## src/gscd_map.svh

```systemverilog
// Constants for the gateway switch configuration decoder
// What this block does
// - Protocol switches select four field protocols
// - Alternate variant ignores protocol switch bank
// - BACnet instance equals base plus node
// - Instance base offset resets to 50000
// - TCP and N2 node identifier equals node
// - One station address for whole gateway
// - MS/TP station address from eight switches
// - Station switches ignored in TCP and N2
// - Rate switches decode five MS/TP rates
// - Alternate variant ignores rate switch bank
// - N2 mode fixes field rate 9600
// - Field rate independent of downstream rate
// - Downstream link 19200 baud, 8E1
// - Base offset accepts 0 to 4194303
`ifndef GSCD_MAP_SVH
`define GSCD_MAP_SVH

// ----------------------------------------
// Register offsets
// ----------------------------------------
`define GSCD_OFS_STATUS 8'h00
`define GSCD_OFS_STATION 8'h04
`define GSCD_OFS_FIELD_RATE 8'h08
`define GSCD_OFS_RTU_LINK 8'h0C
`define GSCD_OFS_BASE 8'h10
`define GSCD_OFS_UNIT_EN 8'h14
`define GSCD_OFS_UNIT_ADDR 8'h20
`define GSCD_OFS_UNIT_INST 8'h40
`define GSCD_OFS_UNIT_NODE 8'h60

// ----------------------------------------
// Reset values and limits
// ----------------------------------------
`define GSCD_BASE_RESET 22'd50000
`define GSCD_BASE_MAX 22'd4194303
`define GSCD_NODE_MIN 7'd1
`define GSCD_NODE_MAX 7'd127
`define GSCD_STATION_MAX 8'd127

// ----------------------------------------
// Switch codes
// ----------------------------------------
`define GSCD_PSEL_BIP 4'h0
`define GSCD_PSEL_MSTP 4'h1
`define GSCD_PSEL_MTCP 4'h2
`define GSCD_PSEL_N2 4'h3
`define GSCD_RSEL_9600 4'h7
`define GSCD_RSEL_19200 4'h8
`define GSCD_RSEL_38400 4'hB
`define GSCD_RSEL_57600 4'hC
`define GSCD_RSEL_76800 4'hD

// ----------------------------------------
// Rates and downstream link format
// ----------------------------------------
`define GSCD_BAUD_9600 17'd9600
`define GSCD_BAUD_19200 17'd19200
`define GSCD_BAUD_38400 17'd38400
`define GSCD_BAUD_57600 17'd57600
`define GSCD_BAUD_76800 17'd76800
`define GSCD_RTU_BAUD 17'd19200
`define GSCD_RTU_DATA_BITS 4'd8
`define GSCD_RTU_STOP_BITS 2'd1
`define GSCD_RTU_PARITY_EVEN 2'd2

// ----------------------------------------
// Status fields and timing
// ----------------------------------------
`define GSCD_ST_PROTO_LSB 0
`define GSCD_ST_VALID_BIT 3
`define GSCD_ST_ALT_BIT 4
`define GSCD_ST_STATION_OK_BIT 5
`define GSCD_ST_RATE_OK_BIT 6
`define GSCD_SETTLE_CYCLES 5'd16
`define GSCD_UNITS 8

`endif

```

## src/gscd_pkg.sv

```systemverilog
// Types for the gateway switch configuration decoder
package gscd_pkg;

	typedef enum logic [2:0]
	{
		GSCD_PROTO_BIP = 3'b000,
		GSCD_PROTO_MSTP = 3'b001,
		GSCD_PROTO_MTCP = 3'b010,
		GSCD_PROTO_N2 = 3'b011,
		GSCD_PROTO_ALT = 3'b100
	} gscd_proto_t;

	typedef struct packed
	{
		logic alt_variant;
		logic [3:0] field_rate;
		logic [7:0] station_addr;
		logic [3:0] proto_sel;
	} gscd_switch_t;

	typedef struct packed
	{
		logic cfg_valid;
		gscd_proto_t proto;
		logic [16:0] field_baud;
		logic field_rate_ok;
		logic [7:0] station_addr;
		logic station_ok;
	} gscd_cfg_t;

	typedef struct packed
	{
		logic [16:0] baud;
		logic [3:0] data_bits;
		logic [1:0] stop_bits;
		logic [1:0] parity;
	} gscd_rtu_t;

endpackage

```

## src/gscd_top.sv

```systemverilog
// Switch sampling, field configuration decode and AXI4-Lite register file
//
// Decided for this implementation: the AXI4-Lite interface to the registers and the register offsets.
`timescale 1ns/1ps
`include "gscd_map.svh"

module gscd_top
(
	// Clock and reset
	input wire logic ref_clk,
	input wire logic nrst,
	// Switch banks and variant strap
	input wire logic [3:0] proto_sel_sw,
	input wire logic [7:0] station_addr_sw,
	input wire logic [3:0] field_rate_sw,
	input wire logic alt_variant_strap,
	// Decoded configuration
	output gscd_pkg::gscd_cfg_t cfg_out,
	output gscd_pkg::gscd_rtu_t rtu_link,
	// AXI4-Lite write channels
	input wire logic [7:0] awaddr,
	input wire logic [2:0] awprot,
	input wire logic awvalid,
	output logic awready,
	input wire logic [31:0] wdata,
	input wire logic [3:0] wstrb,
	input wire logic wvalid,
	output logic wready,
	output logic [1:0] bresp,
	output logic bvalid,
	input wire logic bready,
	// AXI4-Lite read channels
	input wire logic [7:0] araddr,
	input wire logic [2:0] arprot,
	input wire logic arvalid,
	output logic arready,
	output logic [31:0] rdata,
	output logic [1:0] rresp,
	output logic rvalid,
	input wire logic rready
);

	// ----------------------------------------
	// Decode functions
	// ----------------------------------------
	function automatic gscd_pkg::gscd_proto_t decode_proto(input logic [3:0] sw, input logic alt);
		if (alt)
			decode_proto = gscd_pkg::GSCD_PROTO_ALT;
		else
			case (sw)
				`GSCD_PSEL_MSTP: decode_proto = gscd_pkg::GSCD_PROTO_MSTP;
				`GSCD_PSEL_MTCP: decode_proto = gscd_pkg::GSCD_PROTO_MTCP;
				`GSCD_PSEL_N2: decode_proto = gscd_pkg::GSCD_PROTO_N2;
				default: decode_proto = gscd_pkg::GSCD_PROTO_BIP;
			endcase
	endfunction

	function automatic logic [17:0] decode_rate(input logic [3:0] sw);
		case (sw)
			`GSCD_RSEL_9600: decode_rate = {1'b1, `GSCD_BAUD_9600};
			`GSCD_RSEL_19200: decode_rate = {1'b1, `GSCD_BAUD_19200};
			`GSCD_RSEL_38400: decode_rate = {1'b1, `GSCD_BAUD_38400};
			`GSCD_RSEL_57600: decode_rate = {1'b1, `GSCD_BAUD_57600};
			`GSCD_RSEL_76800: decode_rate = {1'b1, `GSCD_BAUD_76800};
			default: decode_rate = 18'h00000;
		endcase
	endfunction

	function automatic logic node_ok(input logic [6:0] a);
		node_ok = (a >= `GSCD_NODE_MIN) && (a <= `GSCD_NODE_MAX);
	endfunction

	// ----------------------------------------
	// Switch synchroniser and power-up capture
	// ----------------------------------------
	gscd_pkg::gscd_switch_t sw_s1_reg;
	gscd_pkg::gscd_switch_t sw_s2_reg;
	gscd_pkg::gscd_switch_t sw_s3_reg;
	gscd_pkg::gscd_switch_t sw_cap_reg;
	logic [4:0] settle_reg;
	logic captured_reg;

	always_ff @(posedge ref_clk or negedge nrst)
	begin
		if (!nrst)
		begin
			sw_s1_reg <= '0;
			sw_s2_reg <= '0;
			sw_s3_reg <= '0;
		end
		else
		begin
			sw_s1_reg <= {alt_variant_strap, field_rate_sw, station_addr_sw, proto_sel_sw};
			sw_s2_reg <= sw_s1_reg;
			sw_s3_reg <= sw_s2_reg;
		end
	end

	// Stable run before capture rides out contact bounce at power-up
	always_ff @(posedge ref_clk or negedge nrst)
	begin
		if (!nrst)
		begin
			settle_reg <= 5'h00;
			captured_reg <= 1'b0;
			sw_cap_reg <= '0;
		end
		else if (!captured_reg)
		begin
			if (sw_s2_reg != sw_s3_reg)
				settle_reg <= 5'h00;
			else if (settle_reg == `GSCD_SETTLE_CYCLES)
			begin
				sw_cap_reg <= sw_s3_reg;
				captured_reg <= 1'b1;
			end
			else
				settle_reg <= settle_reg + 5'h01;
		end
	end

	// ----------------------------------------
	// Configuration decode
	// ----------------------------------------
	gscd_pkg::gscd_proto_t proto_next;
	logic [17:0] rate_next;
	gscd_pkg::gscd_cfg_t cfg_next;

	always_comb
	begin
		proto_next = decode_proto(sw_cap_reg.proto_sel, sw_cap_reg.alt_variant);
		rate_next = decode_rate(sw_cap_reg.field_rate);
		cfg_next = '0;
		cfg_next.cfg_valid = captured_reg;
		cfg_next.proto = proto_next;
		case (proto_next)
			gscd_pkg::GSCD_PROTO_MSTP:
			begin
				cfg_next.field_baud = rate_next[16:0];
				cfg_next.field_rate_ok = rate_next[17];
				cfg_next.station_addr = sw_cap_reg.station_addr;
				cfg_next.station_ok = (sw_cap_reg.station_addr != 8'h00)
					&& (sw_cap_reg.station_addr <= `GSCD_STATION_MAX);
			end
			gscd_pkg::GSCD_PROTO_N2:
			begin
				cfg_next.field_baud = `GSCD_BAUD_9600;
				cfg_next.field_rate_ok = 1'b1;
			end
			default:
			begin
				// Rate bank ignored on the alternate variant and the IP modes
				cfg_next.field_baud = 17'h00000;
				cfg_next.field_rate_ok = 1'b0;
			end
		endcase
	end

	always_ff @(posedge ref_clk or negedge nrst)
	begin
		if (!nrst)
			cfg_out <= '0;
		else
			cfg_out <= cfg_next;
	end

	// Downstream format is fixed and never follows the field rate
	always_ff @(posedge ref_clk or negedge nrst)
	begin
		if (!nrst)
			rtu_link <= '0;
		else
		begin
			rtu_link.baud <= `GSCD_RTU_BAUD;
			rtu_link.data_bits <= `GSCD_RTU_DATA_BITS;
			rtu_link.stop_bits <= `GSCD_RTU_STOP_BITS;
			rtu_link.parity <= `GSCD_RTU_PARITY_EVEN;
		end
	end

	// ----------------------------------------
	// Software configuration registers
	// ----------------------------------------
	logic [21:0] base_reg;
	logic [7:0] unit_en_reg;
	logic [6:0] unit_addr_reg [0:`GSCD_UNITS-1];
	logic [7:0] aw_addr_reg;
	logic aw_hold_reg;
	logic [31:0] w_data_reg;
	logic [3:0] w_strb_reg;
	logic w_hold_reg;
	logic do_write;
	logic wr_hit;

	assign do_write = aw_hold_reg && w_hold_reg && !bvalid;
	assign wr_hit = (aw_addr_reg[7:2] == 6'(`GSCD_OFS_BASE >> 2))
		|| (aw_addr_reg[7:2] == 6'(`GSCD_OFS_UNIT_EN >> 2))
		|| (aw_addr_reg[7:5] == 3'h1);

	// Whole 22-bit field is legal, bits above 21 of the word are dropped
	always_ff @(posedge ref_clk or negedge nrst)
	begin
		if (!nrst)
		begin
			base_reg <= `GSCD_BASE_RESET;
			unit_en_reg <= 8'h00;
		end
		else if (do_write)
		begin
			if (aw_addr_reg == `GSCD_OFS_BASE)
			begin
				if (w_strb_reg[0])
					base_reg[7:0] <= w_data_reg[7:0];
				if (w_strb_reg[1])
					base_reg[15:8] <= w_data_reg[15:8];
				if (w_strb_reg[2])
					base_reg[21:16] <= w_data_reg[21:16];
			end
			if (aw_addr_reg == `GSCD_OFS_UNIT_EN && w_strb_reg[0])
				unit_en_reg <= w_data_reg[7:0];
		end
	end

	always_ff @(posedge ref_clk or negedge nrst)
	begin
		if (!nrst)
		begin
			for (int i = 0; i < `GSCD_UNITS; i++)
				unit_addr_reg[i] <= 7'h00;
		end
		else if (do_write && aw_addr_reg[7:5] == 3'h1 && w_strb_reg[0])
			unit_addr_reg[aw_addr_reg[4:2]] <= w_data_reg[6:0];
	end

	// ----------------------------------------
	// AXI4-Lite write path
	// ----------------------------------------
	always_ff @(posedge ref_clk or negedge nrst)
	begin
		if (!nrst)
		begin
			awready <= 1'b1;
			wready <= 1'b1;
			aw_hold_reg <= 1'b0;
			w_hold_reg <= 1'b0;
			aw_addr_reg <= 8'h00;
			w_data_reg <= 32'h00000000;
			w_strb_reg <= 4'h0;
			bvalid <= 1'b0;
			bresp <= 2'h0;
		end
		else
		begin
			if (awvalid && awready)
			begin
				aw_addr_reg <= {awaddr[7:2], 2'b00};
				aw_hold_reg <= 1'b1;
				awready <= 1'b0;
			end
			if (wvalid && wready)
			begin
				w_data_reg <= wdata;
				w_strb_reg <= wstrb;
				w_hold_reg <= 1'b1;
				wready <= 1'b0;
			end
			if (do_write)
			begin
				bvalid <= 1'b1;
				bresp <= wr_hit ? 2'h0 : 2'h2;
			end
			else if (bvalid && bready)
			begin
				bvalid <= 1'b0;
				aw_hold_reg <= 1'b0;
				w_hold_reg <= 1'b0;
				awready <= 1'b1;
				wready <= 1'b1;
			end
		end
	end

	// ----------------------------------------
	// AXI4-Lite read path
	// ----------------------------------------
	logic [31:0] rd_word;
	logic rd_hit;
	logic [2:0] rd_unit;
	logic [6:0] rd_node;
	logic rd_live;

	always_comb
	begin
		rd_word = 32'h00000000;
		rd_hit = 1'b1;
		rd_unit = araddr[4:2];
		rd_node = unit_addr_reg[rd_unit];
		rd_live = unit_en_reg[rd_unit] && node_ok(rd_node);
		case (araddr[7:5])
			3'h0:
				case ({3'h0, rd_unit, 2'b00})
					`GSCD_OFS_STATUS: rd_word = {25'h0, cfg_out.field_rate_ok,
						cfg_out.station_ok, sw_cap_reg.alt_variant, cfg_out.cfg_valid,
						cfg_out.proto};
					`GSCD_OFS_STATION: rd_word = {24'h0, cfg_out.station_addr};
					`GSCD_OFS_FIELD_RATE: rd_word = {15'h0, cfg_out.field_baud};
					`GSCD_OFS_RTU_LINK: rd_word = {7'h0, rtu_link};
					`GSCD_OFS_BASE: rd_word = {10'h0, base_reg};
					`GSCD_OFS_UNIT_EN: rd_word = {24'h0, unit_en_reg};
					default: rd_hit = 1'b0;
				endcase
			3'h1: rd_word = {25'h0, rd_node};
			3'h2:
				if (rd_live && (cfg_out.proto == gscd_pkg::GSCD_PROTO_BIP
					|| cfg_out.proto == gscd_pkg::GSCD_PROTO_MSTP))
					rd_word = {9'h0, 23'(base_reg) + 23'(rd_node)};
			3'h3:
				if (rd_live && (cfg_out.proto == gscd_pkg::GSCD_PROTO_MTCP
					|| cfg_out.proto == gscd_pkg::GSCD_PROTO_N2))
					rd_word = {25'h0, rd_node};
			default: rd_hit = 1'b0;
		endcase
	end

	always_ff @(posedge ref_clk or negedge nrst)
	begin
		if (!nrst)
		begin
			arready <= 1'b1;
			rvalid <= 1'b0;
			rdata <= 32'h00000000;
			rresp <= 2'h0;
		end
		else if (arvalid && arready)
		begin
			arready <= 1'b0;
			rvalid <= 1'b1;
			rdata <= rd_hit ? rd_word : 32'h00000000;
			rresp <= rd_hit ? 2'h0 : 2'h2;
		end
		else if (rvalid && rready)
		begin
			rvalid <= 1'b0;
			arready <= 1'b1;
		end
	end

endmodule // gscd_top

```

## config.mk

```make
export PLATFORM = sky130hd
export DESIGN_NAME = gscd_top
export DESIGN_NICKNAME = d
export VERILOG_FILES = /design/src/gscd_pkg.sv /design/src/gscd_top.sv
export VERILOG_INCLUDE_DIRS = /design/src
export SDC_FILE = /design/constraint.sdc
export NUM_CORES = 1
export LEC_CHECK = 0
export BUFFER_PORTS_ARGS = -buffer_cell sky130_fd_sc_hd__buf_4
export CORE_AREA = 5 5 148 150
export DETAILED_ROUTE_END_ITERATION = 16
export DIE_AREA = 0 0 153 155
export PLACE_DENSITY_LB_ADDON = 0.1
export SYNTH_ARGS = -nofsm -noshare
export SYNTH_HDL_FRONTEND = slang
export SYNTH_SLANG_ARGS = --single-unit
```

## constraint.sdc

```tcl
create_clock -name ref_clk -period 4 [get_ports ref_clk]
set_clock_uncertainty 0.05 [all_clocks]
set_input_delay 0.8 -clock ref_clk [delete_from_list [all_inputs] [get_ports ref_clk]]
set_output_delay 0.8 -clock ref_clk [all_outputs]
set_load 0.02 [all_outputs]
```

Word-level counts from Yosys, hierarchy flattened
Index checks and enable logic that the tools add are counted.
W data, S select, Z words.
- flip-flop bits (word level): 267
- latch bits: 0
- memory bits (writable): 0
- memory bits (read-only): 0
- input bits: 82
- output and inout bits: 97
- logic and storage cells: 171
- memories kept: 0
- add/subtract/negate cells: 2
- multiply operators: 0
- div/mod/pow operators: 0
- order comparisons: 7
- equal/unequal tests: 27
- shifts and indexed selects: 0
- muxes and demuxes: 45
- bitwise operators: 4
- reductions and logical operators: 35
- operators with widths (cell ; number):
    $pmux W23 S6 ; 1
    $pmux W23 S4 ; 1
    $pmux W18 S5 ; 1
    $bwmux W56 ; 1
    $pmux W18 S2 ; 1
    $mux W32 ; 1
    $mux W7 ; 4
    $add A22 B7 Y23 ; 1
    $mux W1 ; 23
    $mux W23 ; 1
    $bmux W7 S3 ; 1
    $demux W7 S3 ; 1
    $eq A3 B2 Y1 const B ; 7
    $ne A17 B17 Y1 ; 1
    $eq A4 B4 Y1 const B ; 4
    $logic_and A1 B1 Y1 ; 16
    $eq A3 B1 Y1 const B ; 5
    $eq A6 B3 Y1 const B ; 2
    $reduce_and A3 Y1 ; 4
    $mux W5 ; 2
    $logic_not A3 Y1 ; 3
    $mux W9 ; 1
    $eq A4 B2 Y1 const B ; 2
    $ge A4 B4 Y1 const B ; 2
    25 further kinds ; 34

Depth between registers and ports, before layout
Gate-level depths: netlist of run 1.
- word-level depth: 11
- depth in mapped cells: 16
- mapped depth without buffers: 13

Least setup slack after synthesis of run 1
No wires, ideal clock.
- path type: input -> register
- from: input port araddr[3]
- to: register rdata[18]
- arrival time: 3.627 ns
- path slack: 0.195 ns
- stages: 15
- cells stage by stage: buf_4 buf_6 buf_6 clkbuf_1 mux2i_1 a21oi_1 ha_1 fa_1 a21oi_1 o211ai_1 a21oi_1 nor2_1 and3_1 a31oi_1 o21ai_1
- cells in the longest elaborated chain, start to end: 11
- elaborated cells between the ends (all ways): 25
- RTL lines (item ; RTL line ; source):
    start, declared ; gscd_top.sv:33 ; input wire logic [7:0] araddr,
    parallel branches: the longest is 10 deep, another holds $add A22 B7 Y23 ; - ;
    $mux W32 * ; gscd_top.sv:338 ; rdata <= rd_hit ? rd_word : 32'h00000000;
    end signal, assigned ; gscd_top.sv:338 ;
    end, declared ; gscd_top.sv:37 ; output logic [31:0] rdata,
Mark *: on every way between the ends. The select of a mux whose other input is x is not followed.
A chain may end at the register's enable or synchronous reset.

Worst setup path after layout of run 1
- from: input port araddr[3]
- to: register rdata[20]
The elaborated chain is that of the path after synthesis.

==> metrics.yaml, run 1 <==
slowest_stage: "a2111oi_0"
crit_chain: "buf_4, a2111oi_0, buf_4, a2111oi_0, ha_1, nand2_1, o211ai_1, a21oi_1, nor2_1, nand2_1, a311oi_1, o21ai_1"
r2r_end: "rdata[20]"
drt_iter0_drc: 369
r2r-start: "unit_addr_reg[53]"
required_ns: 4.35
synth_edf_count: 0
num_vias: 7096
area_delta_synth_final_pct: 17.6
met2_length_um: 11700
clock_sinks: 248
worstMarginPinSlew_ns: 1.14
avgSynthCellArea_um2: 12.8
critPathTopFamily: "compound AO/OA/AOI/OAI gates"
cp_slowest_stage_delay_ns: 0.85
grt_setup_unrepaired: "false"
clock_latency_ns: 0.53
fin_crit_ns: 3.46
drive_above_1_share_pct: 26.6
irDropWorstVdd_mv: 0.369
wl_met1_um: 11000
gp_congestion: 0.871
final_util_pct: 62.7
final-max-slew-violation-count: 0
cts-root-buf: "clkbuf_16"
vias_per_cell: 5.51
finalNetCount: 1086
largest_reg_flops: 56
cts_setup_buffers: 0
setup_tns_ns: 0
rows: 53
grt_pass1_vias: 7167
cap_violations: 0
startpoint_type: "primary input"
ys.warnings.count: 0
start_util_pct: 53.3
antenna_cells: 0
cts.clk_slew.worst_paths_ns: 0.06
hold_viol_final: 0
relSlewSlack_pct: 23.0
antenna_left: 0
r2r_slack_ns: 0.72
top_layer: "met4"
wl_um: 24300
clock.fmax_ghz: 0.289
coreArea_um2: 20600
drt_first_pass_iters: 4
fin_cells: 1288
post_dp_cell_area_um2: 12100
grt_pass1_wl_um: 39400
outcome: "complete, no violations"
synth_seq_cells: 248
critPathBufInv: 2
grt_usage_pct: 20.5
cts_resized: 0
port_buffers: 121
critPathArrivalTime_ns: 3.81
wire_per_inst_um: 18.9
leakage_nw: 6.22
synthCells: 859
dr_wl_met3_um: 1220
synthTopCellsByArea: "dfrtp_1 55%, mux2_1 8.8%, mux2_2 5.8%"
h-tree-depth: 1
gr-total-overflow: 0
antenna_found_initial: 0
criticalPathCategory: "primary input to flop"
power.density_nw_per_um2: 530
drc: 0
dp_cells: 1241
hold_buffers: 0
die_w_um: 153
cts_tree: "built"
yosysSeqAreaShare_pct: 56.7
hpwl_um: 17600
cts_buffer_depth: 3
yosysTopAreaCell: "dfrtp_1"
synth.cell_area_um2: 11000
netlist.area_leader.share_pct: 54.6
setup_viol: 0
post_synth_num_cell_types: 70
path_max_fanout: 20
async_flop_share_pct: 100
cts_made_buffers: 26
ios: 179
hp-class: "primary input to async pin"
dieHeight_um: 155
period_share_pct: 86.6
reg2regPathDepth: 12
worst_setup_path_end_kind: "flop"
grt_max_degree: 91
design_area_um2: 12900
die_area_um2: 23700
dominantRegCellSynth: "dfrtp_1"
-- cell type report --
type | instances | area, um2
well taps | 275 | 344
clock buffers | 43 | 764
flip-flops and latches | 248 | 6220
clock inverters | 4 | 31.3
fillers | 1636 | 7670
inverters | 20 | 75.1
repair buffers | 148 | 1130
multi-input cells | 550 | 4320
-- report_power, final --
group	leakage, nW	total (mW)	internal, mW	switching [mW]
Combinational	2.61	1.17	0.618	0.556
Clock	0.389	2.24	1.30	0.939
Sequential	3.22	3.42	2.99	0.433
Total	6.22	6.83	4.90	1.93
-- routing by layer --
layer / global-route usage, % / up-vias
met2: 33.8 / 174
met4: 3.69 / 0
met3: 2.92 / 30
met1: 29.6 / 3597
met5: 0 / -
li1: - / 3295
-- how the worst max path moves through the flow --
stage                          from        end  slack, ns  cells after the start
after detailed placement  araddr[3]  rdata[18]       0.04                     12
final                     araddr[3]  rdata[20]       0.54                     12
after floorplan           araddr[3]  rdata[18]       0.20                     15
after CTS                 araddr[3]  rdata[20]       0.57                     12
after global placement    araddr[3]  rdata[19]       0.09                     11
after global routing      araddr[3]  rdata[18]       0.26                     12
-- cells in the mapped netlist, drive strengths merged, types with 8 or more instances --
master  count
dfrtp     239
mux2      142
nand2      56
buf        49
nor2       38
clkbuf     27
xnor2      21
a21oi      20
inv        20
o21ai      19
nor3       16
xor2       12
a22oi      11
mux2i      11
mux4       11
nand3      11
and2       10
o221ai     10
dfstp       9
ha          9
nand2b      8
-- layout by cell type (no fill, tap or decap), drive strengths merged, types with 4 or more instances in the layout --
master | Yosys | final
xor2 | 12 | 12
nand3 | 11 | 11
conb | 2 | 37
a221o | 7 | 7
ha | 9 | 9
nor4 | 4 | 4
and2 | 10 | 10
a21oi | 20 | 20
nor2b | 6 | 6
nor2 | 38 | 38
mux4 | 11 | 11
a2111oi | 4 | 4
nand2 | 56 | 56
nand2b | 8 | 8
dfstp | 9 | 9
dfrtp | 239 | 239
xnor2 | 21 | 21
o221ai | 10 | 10
a21o | 4 | 4
o21ai | 19 | 19
buf | 49 | 148
a22o | 7 | 7
nor3 | 16 | 16
and3 | 4 | 4
clkbuf | 27 | 43
mux2i | 11 | 11
or3 | 7 | 7
nand4 | 7 | 7
a22oi | 11 | 11
o22ai | 7 | 7
inv | 20 | 20
a31oi | 4 | 4
mux2 | 142 | 142
a211oi | 4 | 4
clkinv | 0 | 4
-- cells by family (layout without fill, tap and decap cells) --
logic type	Yosys count	after routing	share of synthesized area (%)
other	2	37	0.0685
AOI/OAI and AO/OA	129	129	8.56
and+or+nand+nor	177	177	7.91
adders and majority gates	10	10	1.21
xor gates and xnor gates	33	33	2.64
buffers and inverters	96	215	5.04
DFF	248	248	56.7
muxes	164	164	17.9
-- worst register-to-register path, cell delays in order, from the launching register on --
cell and delay (ns):
dfrtp_1 0.34, nor2b_1 0.12, a2111oi_0 0.07, buf_4 0.16
a2111oi_0 0.85, ha_1 0.32, nand2_1 0.09, o211ai_1 0.21
a21oi_1 0.13, nor2_1 0.31, nand2_1 0.11, a311oi_1 0.29
o21ai_1 0.10
-- metrics by stage --
step | total power [mW] | hold slack, ns | worst slack, ns
4_1_cts | 6.90 | 0.231 | 0.571
3_3_place_gp | 4.60 | 0.281 | 0.0944
3_5_place_dp | 4.64 | 0.285 | 0.0444
6_report | 6.83 | 0.199 | 0.536
2_1_floorplan | 4.19 | 0.281 | 0.195
5_1_grt | 7.19 | 0.249 | 0.261
No activity file was read; power rests on OpenSTA's default activity.
==> run 2: changes to the inputs <==
--- a/config.mk
+++ b/config.mk
@@ -8,9 +8,10 @@
 export LEC_CHECK = 0
 export BUFFER_PORTS_ARGS = -buffer_cell sky130_fd_sc_hd__buf_4
 export CORE_AREA = 5 5 148 150
+export CTS_CLUSTER_SIZE = 25
 export DETAILED_ROUTE_END_ITERATION = 16
 export DIE_AREA = 0 0 153 155
-export PLACE_DENSITY_LB_ADDON = 0.1
+export PLACE_DENSITY_LB_ADDON = 0.3
 export SYNTH_ARGS = -nofsm -noshare
 export SYNTH_HDL_FRONTEND = slang
 export SYNTH_SLANG_ARGS = --single-unit
==> metrics.yaml, run 2 (same netlist as run 1, synthesis figures left out) <==
coreArea_um2: 20600
drive_above_1_share_pct: 27.6
cts_resized: 0
grt_usage_pct: 20.4
use_met3_pct: 3.76
start_util_pct: 53.3
grt_max_degree: 114
die_w_um: 153
gp_congestion: 0.883
final-max-slew-violation-count: 0
final_common_cell: "dfrtp_1"
use_met1_pct: 27.8
grt_pass1_vias: 7402
leakage_nw: 6.29
worst_setup_path_end_kind: "flop"
multi_input_area_um2: 4320
final_util_pct: 63.3
largest_reg_flops: 56
startpoint_type: "primary input"
cp_slowest_stage_delay_ns: 0.36
area.sequential_um2: 6220
criticalPathCategory: "primary input to flop"
hold_buffers: 0
drt_iter0_drc: 481
h-tree-depth: 1
clock.fmax_ghz: 0.298
port_buffers: 121
area_delta_synth_final_pct: 18.8
fin_crit_ns: 3.35
setup_tns_ns: 0
drc: 0
antenna_cells: 0
irDropWorstVdd_mv: 0.389
grt_pass1_wl_um: 39300
ios: 179
critPathMostFrequentCell: "a21oi_1"
fill_cells: 1634
hp-class: "flop to flop"
finalNetCount: 1090
hold_viol_final: 0
vias_per_cell: 5.58
wire_per_inst_um: 18.9
crit_chain: "buf_4, buf_4, nand2b_1, o22ai_1, a22o_1, a21oi_1, ha_1, fa_1, a21oi_1, o211ai_1, a21oi_1, nor2_1, nand3_1, a311oi_1, o21ai_1"
cts_buffer_depth: 3
clock_latency_ns: 0.51
gr-total-overflow: 0
worstMarginPinSlew_ns: 1.22
relSlewSlack_pct: 18.8
dieHeight_um: 155
num_vias: 7203
setup_viol: 0
period_share_pct: 83.8
cts-root-buf: "clkbuf_16"
use_met2_pct: 34.2
busiest_layer: "met2"
cts.clk_slew.worst_paths_ns: 0.06
outcome: "complete, no violations"
antenna_left: 0
cap_violations: 0
cts_made_buffers: 25
required_ns: 4.33
final_cell_mix: "239 x dfrtp_1, 150 x buf_4, 86 x mux2_1, 56 x mux2_2, 55 x nand2_1"
power_mw: 7.06
rows: 53
drt_first_pass_iters: 5
grt_setup_unrepaired: "false"
cts_setup_buffers: 0
critPathArrivalTime_ns: 3.69
power.density_nw_per_um2: 543
clock_sinks: 248
cts_tree: "built"
slowest_stage: "a21oi_1"
wl_um: 24400
die_area_um2: 23700
hpwl_um: 17400
antenna_found_initial: 0
path_max_fanout: 14
run 2: changes by cell type in the layout (fill, tap and decap cells not counted):
cell,change
buf_12,+1
buf_4,+4
bufinv_16,+3
clkbuf_1,-8
clkbuf_16,-1
clkbuf_8,+4
clkinv_2,-1
clkinv_4,+1
clkinv_8,-1
clkinvlp_4,+1
run 2: path summary, 6_finish.rpt:
path                                  startpoint            to  slack [ns]  cells after the start
min in group asynchronous                   nrst  sw_s3_reg[9]        0.32                      1
worst max register to register  unit_addr_reg[7]     rdata[18]        0.84                     13
worst max-delay path                   araddr[4]     rdata[18]        0.65                     15
worst min-delay path                sw_s1_reg[2]  sw_s2_reg[2]        0.29                      0
worst min register to register      sw_s1_reg[2]  sw_s2_reg[2]        0.29                      0
max in group asynchronous                   nrst  base_reg[14]        2.71                      2
run 2: metrics by stage:
stage / setup WS (ns) / hold WS, ns / cells / instance area (um2)
after floorplan: 0.195 / 0.281 / 894 / 11100
after global placement: 0.186 / 0.281 / 1246 / 12100
after detailed placement: 0.155 / 0.285 / 1246 / 12100
after CTS: 0.682 / 0.297 / 1291 / 13000
after global routing: 0.346 / 0.304 / 1291 / 13000
final: 0.647 / 0.294 / 1291 / 13000
run 2: metal layers:
layer	routed length, um	up-vias
met3	1310	46
met4	594	0
met2	12100	203
li1	-	3298
met5	0	-
met1	10400	3656
run 2: layout make-up:
| class | count | share of cell area, % |
|---|---|---|
| inverters | 20 | 0.577 |
| flip-flops and latches | 248 | 47.7 |
| clock buffers | 38 | 5.87 |
| repair buffers | 153 | 9.07 |
| multi-input cells | 550 | 33.2 |
| clock inverters | 7 | 0.894 |
| well taps | 275 | 2.64 |
run 2: power by group:
| part | leakage (nW) | switching [mW] | internal [mW] |
|---|---|---|---|
| clock | 0.432 | 0.932 | 1.51 |
| combinational | 2.64 | 0.564 | 0.634 |
| sequential | 3.22 | 0.443 | 2.98 |
| total | 6.29 | 1.94 | 5.12 |
run 2: critical path: cells and delay by family:
family                   cells  cell delay, ns
buffers and inverters        2            0.34
AND/OR/NAND/NOR              3            0.48
AO/OA/AOI/OAI                8            1.54
adder cells (fa/ha/maj)      2            0.53
